`config.mk`:
```
export PLATFORM = sky130hd
export DESIGN_NAME = ctv_regs
export DESIGN_NICKNAME = d
export VERILOG_FILES = /design/src/hw/ctv_pkg.sv /design/src/hw/ctv_regs.sv /design/src/hw/ctv_delay_line.sv
export VERILOG_INCLUDE_DIRS = /design/src /design/src/hw
export SDC_FILE = /design/constraint.sdc
export NUM_CORES = 1
export LEC_CHECK = 0
export ABC_AREA = 1
export BUFFER_PORTS_ARGS = -buffer_cell sky130_fd_sc_hd__buf_2
export CAP_MARGIN = 20
export CORE_UTILIZATION = 55
export DETAILED_ROUTE_END_ITERATION = 8
export PLACE_DENSITY = 0.77
export SYNTH_ARGS = -nofsm -noshare
export SYNTH_HDL_FRONTEND = slang
export SYNTH_SLANG_ARGS = --single-unit
export TNS_END_PERCENT = 30
```
`constraint.sdc`:
```
create_clock -name sys_clk -period 6.32 [get_ports sys_clk]
set_clock_uncertainty 0.05 [all_clocks]
set_input_delay 0.632 -clock sys_clk [delete_from_list [all_inputs] [get_ports sys_clk]]
set_output_delay 0.632 -clock sys_clk [all_outputs]
set_load 0.02 [all_outputs]
```
`src/hw/ctv_params.svh`:
```
// Purpose: Constants for the channel trim and volume register bank.
// Assumes: Eight-bit register addresses and eight-bit register data.
// Notes:   Types live in ctv_pkg; this header carries numbers only.
`ifndef CTV_PARAMS_SVH
`define CTV_PARAMS_SVH

// Register addresses.
`define CTV_ADDR_CH2_GAIN_TRIM   8'h44
`define CTV_ADDR_CH2_PHASE_DELAY 8'h45
`define CTV_ADDR_CH3_VOLUME      8'h48
`define CTV_ADDR_CH3_GAIN_TRIM   8'h49
`define CTV_ADDR_CH3_PHASE_DELAY 8'h4A

// Reset values.
`define CTV_RST_GAIN_TRIM        8'h80
`define CTV_RST_PHASE_DELAY      8'h00
`define CTV_RST_VOLUME           8'hC9

// Gain trim field position and its neutral code.
`define CTV_TRIM_MSB             7
`define CTV_TRIM_LSB             4
`define CTV_TRIM_NEUTRAL         5'h08

// Volume codes.
`define CTV_VOL_MUTE_CODE        8'h00
`define CTV_VOL_ZERO_DB_CODE     9'h0C9

// Deepest delay in modulator clock cycles.
`define CTV_DELAY_MAX            255

`endif

```
`src/hw/ctv_pkg.sv`:
```
// Purpose: Types for the channel trim and volume register bank.
// Assumes: Constants come from ctv_params.svh.
// Notes:   One packed struct holds all state of each module.
package ctv_pkg;

  typedef struct packed {
    logic [7:0]        ch2_gain_trim_reg;
    logic [7:0]        ch2_phase_delay_reg;
    logic [7:0]        ch3_volume_reg;
    logic [7:0]        ch3_gain_trim_reg;
    logic [7:0]        ch3_phase_delay_reg;
    logic [7:0]        rd_data;
    logic              rd_valid;
    logic signed [4:0] ch2_trim_tenth_db;
    logic signed [4:0] ch3_trim_tenth_db;
    logic signed [8:0] ch3_vol_half_db;
    logic              ch3_mute;
    logic [23:0]       ch3_sample;
    logic              ch3_sample_valid;
  } ctv_state_t;

  typedef struct packed {
    logic [254:0] taps;
  } ctv_delay_state_t;

endpackage

```
`src/hw/ctv_regs.sv`:
```
// Purpose: Trim and phase delay registers for channels two and three, and a volume register for channel three.
// Assumes: The control port issues single-cycle read and write strobes, never both at once.
// Notes:   Trim and volume leave as signed step counts for the filter and decimation datapath.
`timescale 1ns/1ps
`include "ctv_params.svh"

module ctv_regs (
  // Clock and reset
  input  wire logic              sys_clk,
  input  wire logic              rst,
  // Control port
  input  wire logic              reg_wr_en,
  input  wire logic              reg_rd_en,
  input  wire logic [7:0]        reg_addr,
  input  wire logic [7:0]        reg_wr_data,
  output logic      [7:0]        reg_rd_data,
  output logic                   reg_rd_valid,
  // Modulator streams
  input  wire logic              mod_tick,
  input  wire logic              ch2_mod_in,
  input  wire logic              ch3_mod_in,
  output logic                   ch2_mod_out,
  output logic                   ch3_mod_out,
  // Channel three sample stream
  input  wire logic [23:0]       ch3_sample_in,
  input  wire logic              ch3_sample_in_valid,
  output logic      [23:0]       ch3_sample_out,
  output logic                   ch3_sample_out_valid,
  // Settings towards the datapath
  output logic signed [4:0]      ch2_trim_tenth_db,
  output logic signed [4:0]      ch3_trim_tenth_db,
  output logic signed [8:0]      ch3_vol_half_db,
  output logic                   ch3_mute,
  output logic      [7:0]        ch2_phase_delay_code,
  output logic      [7:0]        ch3_phase_delay_code
);

  ctv_pkg::ctv_state_t state_reg;
  ctv_pkg::ctv_state_t state_next;

  logic [3:0] ch2_gain_trim_code;
  logic [3:0] ch3_gain_trim_code;
  logic [7:0] ch3_volume_code;

  assign ch2_gain_trim_code = state_reg.ch2_gain_trim_reg[`CTV_TRIM_MSB:`CTV_TRIM_LSB];
  assign ch3_gain_trim_code = state_reg.ch3_gain_trim_reg[`CTV_TRIM_MSB:`CTV_TRIM_LSB];
  assign ch3_volume_code    = state_reg.ch3_volume_reg;

  always_comb begin
    state_next          = state_reg;
    state_next.rd_valid = 1'b0;

    // Writes to unmapped addresses are dropped without effect.
    if (reg_wr_en) begin
      case (reg_addr)
        `CTV_ADDR_CH2_GAIN_TRIM: begin
          // The reserved low nibble is never stored, so it always reads back as zero.
          state_next.ch2_gain_trim_reg = {reg_wr_data[`CTV_TRIM_MSB:`CTV_TRIM_LSB], 4'h0};
        end
        `CTV_ADDR_CH2_PHASE_DELAY: begin
          state_next.ch2_phase_delay_reg = reg_wr_data;
        end
        `CTV_ADDR_CH3_VOLUME: begin
          state_next.ch3_volume_reg = reg_wr_data;
        end
        `CTV_ADDR_CH3_GAIN_TRIM: begin
          state_next.ch3_gain_trim_reg = {reg_wr_data[`CTV_TRIM_MSB:`CTV_TRIM_LSB], 4'h0};
        end
        `CTV_ADDR_CH3_PHASE_DELAY: begin
          state_next.ch3_phase_delay_reg = reg_wr_data;
        end
        default: begin
          state_next.ch3_phase_delay_reg = state_reg.ch3_phase_delay_reg;
        end
      endcase
    end

    // Reads answer one cycle later; an unmapped address answers zero.
    if (reg_rd_en) begin
      state_next.rd_valid = 1'b1;
      case (reg_addr)
        `CTV_ADDR_CH2_GAIN_TRIM:   state_next.rd_data = state_reg.ch2_gain_trim_reg;
        `CTV_ADDR_CH2_PHASE_DELAY: state_next.rd_data = state_reg.ch2_phase_delay_reg;
        `CTV_ADDR_CH3_VOLUME:      state_next.rd_data = state_reg.ch3_volume_reg;
        `CTV_ADDR_CH3_GAIN_TRIM:   state_next.rd_data = state_reg.ch3_gain_trim_reg;
        `CTV_ADDR_CH3_PHASE_DELAY: state_next.rd_data = state_reg.ch3_phase_delay_reg;
        default:                   state_next.rd_data = 8'h00;
      endcase
    end

    // Trim is the code minus eight in tenths of a decibel: 0 is -0.8, 9 is +0.1, 15 is +0.7.
    state_next.ch2_trim_tenth_db = $signed({1'b0, ch2_gain_trim_code} - `CTV_TRIM_NEUTRAL);
    state_next.ch3_trim_tenth_db = $signed({1'b0, ch3_gain_trim_code} - `CTV_TRIM_NEUTRAL);

    // Volume is the code minus 201 in half decibels: 1 is -100, 255 is +27.
    state_next.ch3_vol_half_db = $signed({1'b0, ch3_volume_code} - `CTV_VOL_ZERO_DB_CODE);
    state_next.ch3_mute        = (ch3_volume_code == `CTV_VOL_MUTE_CODE);

    // Mute uses the stored code directly so a sample in the write cycle after is already silenced.
    state_next.ch3_sample_valid = ch3_sample_in_valid;
    if (ch3_sample_in_valid) begin
      if (ch3_volume_code == `CTV_VOL_MUTE_CODE) begin
        state_next.ch3_sample = 24'h000000;
      end else begin
        state_next.ch3_sample = ch3_sample_in;
      end
    end
  end

  always_ff @(posedge sys_clk) begin
    if (rst) begin
      state_reg                     <= '0;
      state_reg.ch2_gain_trim_reg   <= `CTV_RST_GAIN_TRIM;
      state_reg.ch3_gain_trim_reg   <= `CTV_RST_GAIN_TRIM;
      state_reg.ch2_phase_delay_reg <= `CTV_RST_PHASE_DELAY;
      state_reg.ch3_phase_delay_reg <= `CTV_RST_PHASE_DELAY;
      state_reg.ch3_volume_reg      <= `CTV_RST_VOLUME;
    end else begin
      state_reg <= state_next;
    end
  end

  // Each channel gets its own delay line driven from its phase delay code.
  ctv_delay_line u_ch2_delay (
    .sys_clk    (sys_clk),
    .rst        (rst),
    .mod_tick   (mod_tick),
    .bit_in     (ch2_mod_in),
    .delay_code (state_reg.ch2_phase_delay_reg),
    .bit_out    (ch2_mod_out)
  );

  ctv_delay_line u_ch3_delay (
    .sys_clk    (sys_clk),
    .rst        (rst),
    .mod_tick   (mod_tick),
    .bit_in     (ch3_mod_in),
    .delay_code (state_reg.ch3_phase_delay_reg),
    .bit_out    (ch3_mod_out)
  );

  assign reg_rd_data          = state_reg.rd_data;
  assign reg_rd_valid         = state_reg.rd_valid;
  assign ch3_sample_out       = state_reg.ch3_sample;
  assign ch3_sample_out_valid = state_reg.ch3_sample_valid;
  assign ch2_trim_tenth_db    = state_reg.ch2_trim_tenth_db;
  assign ch3_trim_tenth_db    = state_reg.ch3_trim_tenth_db;
  assign ch3_vol_half_db      = state_reg.ch3_vol_half_db;
  assign ch3_mute             = state_reg.ch3_mute;
  assign ch2_phase_delay_code = state_reg.ch2_phase_delay_reg;
  assign ch3_phase_delay_code = state_reg.ch3_phase_delay_reg;

endmodule

```
`src/hw/ctv_delay_line.sv`:
```
// Purpose: Delays one modulator bit stream by a programmable count of modulator cycles.
// Assumes: mod_tick is a one-cycle pulse per modulator clock cycle, synchronous to sys_clk.
// Notes:   The tap is chosen combinationally so a code of zero passes the input straight on.
`timescale 1ns/1ps
`include "ctv_params.svh"

module ctv_delay_line (
  // Clock and reset
  input  wire logic       sys_clk,
  input  wire logic       rst,
  // Modulator stream
  input  wire logic       mod_tick,
  input  wire logic       bit_in,
  // Delay setting
  input  wire logic [7:0] delay_code,
  // Delayed stream
  output logic            bit_out
);

  ctv_pkg::ctv_delay_state_t state_reg;
  ctv_pkg::ctv_delay_state_t state_next;

  always_comb begin
    state_next = state_reg;
    if (mod_tick) begin
      state_next.taps = {state_reg.taps[`CTV_DELAY_MAX-2:0], bit_in};
    end
  end

  // Tap N-1 of the chain holds the bit taken N ticks earlier.
  always_comb begin
    if (delay_code == 8'h00) begin
      bit_out = bit_in;
    end else begin
      bit_out = state_reg.taps[delay_code - 8'h01];
    end
  end

  always_ff @(posedge sys_clk) begin
    if (rst) begin
      state_reg <= '0;
    end else begin
      state_reg <= state_next;
    end
  end

endmodule

```
==> results.md <==
- Status: completed
- Die area: approximately 48,000 um^2
- Crit-path cells: inv_2, buf_4, nand3_4, inv_2, nand3_2, xor2_1, inv_1, nand3_1, nand3_1, nand3_1, nand2_1, nand2_1, nand2_1, buf_2
- Initial Utilization: 0.5574
- Dpl cell area: 26,370 um^2
- Initial DRC Count: 2,361
- Pwr dens: 293.7 nW/um^2
- Root buf cell: clkbuf_16
- Top-count cell post-synth: nor2_1
- Achievable Freq: roughly 0.21 GHz
- Net Sw Frac: 0.2429
- Clock network power share: 0.432
- CTS tree: done
- CP Launch Type: flip-flop
- Placer Congestion: between 0.8 and 0.9
- Post-route cell area: roughly 28,000 um^2
- Fin nets: around 3,700
- IO Port Bufs: 119
- CTS buffer count: 59
- Mapped cell area: 25,900 um^2
- Leakage: between 10 and 15 nW
- Via count: 23,700
- Area Growth Syn to Fin: 9.542%
- Fill count: around 4,300
- Cell count after synthesis: 3,773
- EDFF count, synth: 0
- TNS Setup: 0 ns
- Register area share after synthesis: 0.4592
- Post-synth net total: 3,826
- Max-cap violations: 0
- Clock sink total: approximately 590
- Tot GR Track Use: 0.2552
- Post-CTS sizing: 0
- Post-CTS Setup Inserts: 0
- #FFs+latches synth: 594
- Fin cells: 4,337
- Global route overflow: 0
- Syn avg cell area: approximately 7 um^2
- Final setup vio count: 0
- Power Total: 8.332 mW
- Synth top cells by count: nor2_1 (866), o21ai_0 (677), dfxtp_1 (594)
- Final Hold Viols: 0
- Total Wirelength: around 62,000 um
- Measured slew at the worst slew-check pin: between 1 and 1.5 ns
- Critical path arrival: 4.12 ns
- Int Power: 6.308 mW
- RSZ-0062 raised after global routing: false
- CTS Buffer Depth: 3
- Final Cycle Share: 0.7601
- Initial antenna violation count: 0
- Post-CTS Hold Fix Bufs: 0
- Largest net degree at the start of global routing: 262
- DR pass1 iterations: 5
- Req. time, crit path: 5.64 ns
- ANT nets after route: 0
- Comb power frac: 0.078
- FP Rows: 79
- Final Slew Violations: 0
- Min Tclk post-route: 4.804 ns
- Dpl hpwl: 34,460 um
- Synth cell types: 29
- Critical path peak fanout: 93
- Switching power: about 2 mW
- H-tree depth: 2
- Largest stage delay, worst path: 0.76 ns
- Async set-or-reset flop fraction in the synthesized netlist: 0
- First-pass GRT wire length: 103,500 um
- Die Span Y: 219.0 um
- Hold/Removal Path Class: in -> reg
- Maximum vdd drop: 0.2670 mV
- Crit-path slowest cell: buf_4
- Endpoint type of the worst setup path: output port
- DR DRC count: 0
- Placed cells: between 4,000 and 5,000
- Relative slew slack: 0.2866
- Synth area leader: dfxtp_1
- Area contributors post-synth: dfxtp_1 (46%), o21ai_0 (13%), nor2_1 (13%)
- Vias in the first global route: 21,120
- Clk_lat worst skew: around 0.62 ns
- I/O pin count: 120
- Core area: 46,460 um^2
- Sequential power share: 0.490
- Die outline width: 219.0 um
- Yosys warnings: 0
- Vias per cell: 5.466
- Clk slew on worst S/H paths: approximately 0.070 ns
- Share of the synthesized area in the top cell type: 0.4592
- Crit Path Class: reg -> out
- Share of layout cells above drive strength 1: 0.07080
- Wire length per cell: between 10 and 15 um
- Primary FF master, synth: dfxtp_1
## worst paths after layout
check	end	cells after the start	startpoint	slack, ns
max	ch3_mod_out	14	ch3_phase_delay_code[0]	1.52
min reg2reg	ch3_vol_half_db[0]	1	ch3_volume_code[0]	0.37
max reg2reg	reg_rd_data[0]	5	ch2_phase_delay_code[0]	4.20
min	ch3_sample_out[8]	3	ch3_sample_in[8]	0.21
## cells in the final DEF (no fill, tap or decap), drive strengths merged
| cell type | n |
|---|---|
| a21oi | 358 |
| o221ai | 4 |
| nor2 | 868 |
| dfxtp | 594 |
| xor2 | 12 |
| o22ai | 7 |
| or2 | 1 |
| clkbuf | 82 |
| nand2 | 370 |
| ha | 5 |
| bufinv | 6 |
| nand4 | 4 |
| buf | 143 |
| nor3 | 4 |
| xnor2 | 2 |
| a31oi | 4 |
| a211oi | 9 |
| nand3 | 310 |
| inv | 252 |
| clkinv | 17 |
| o21ai | 677 |
| diode | 1 |
## per-stage QoR
step | setup slack (ns) | util | hold WS (ns)
after floorplan | 3.028 | - | 0.3425
after global placement | 2.213 | 0.5676 | 0.3526
after detailed placement | 2.193 | 0.5676 | 0.3631
after CTS | 1.512 | 0.6103 | 0.1851
after global routing | 1.226 | 0.6106 | 0.2127
final | 1.516 | 0.6106 | 0.2059
## metal layers
layer / GRT usage / part of all wire
met4: 0.08333 / 0.024
met2: 0.4215 / 0.47
met1: 0.3452 / 0.46
met3: 0.03174 / 0.047
met5: 0 / 0
## final cells by class
type	count	area, um^2	area share
Antenna cell	1	2.502	0.00008821
Clock buffer	82	1715	0.06047
Timing Repair Buffer	143	830.8	0.02929
Clock inverter	22	267.8	0.009439
Tap cell	607	759.5	0.02677
Inverter	253	964.7	0.03401
Multi-Input combinational cell	2635	11930	0.4205
Sequential cell	594	11900	0.4194
## cell families after synthesis
| logic type | Yosys count | synth area share |
|---|---|---|
| flops | 594 | 0.4592 |
| xor+xnor | 14 | 0.006764 |
| buf+inv | 544 | 0.08242 |
| compound gates | 1059 | 0.2066 |
| fa+ha+maj | 5 | 0.002416 |
| simple gates | 1557 | 0.2426 |
## worst max-delay path, delay by kind of cell (launching register included)
kind / cells / cell delay [ns]
buf+inv: 5 / 1.47
simple gates: 8 / 0.88
flops: 1 / 0.57
xor+xnor: 1 / 0.57
## power by group through the flow
stage	logic, mW	clock network [mW]	registers, mW
3_3_place_gp	0.633	0	4.16
3_5_place_dp	0.645	0	4.16
6_report	0.651	3.60	4.09
5_1_grt	0.758	3.79	4.11
2_1_floorplan	0.499	0	4.15
4_1_cts	0.649	3.65	4.08
(Power assumes the default switching activity.)
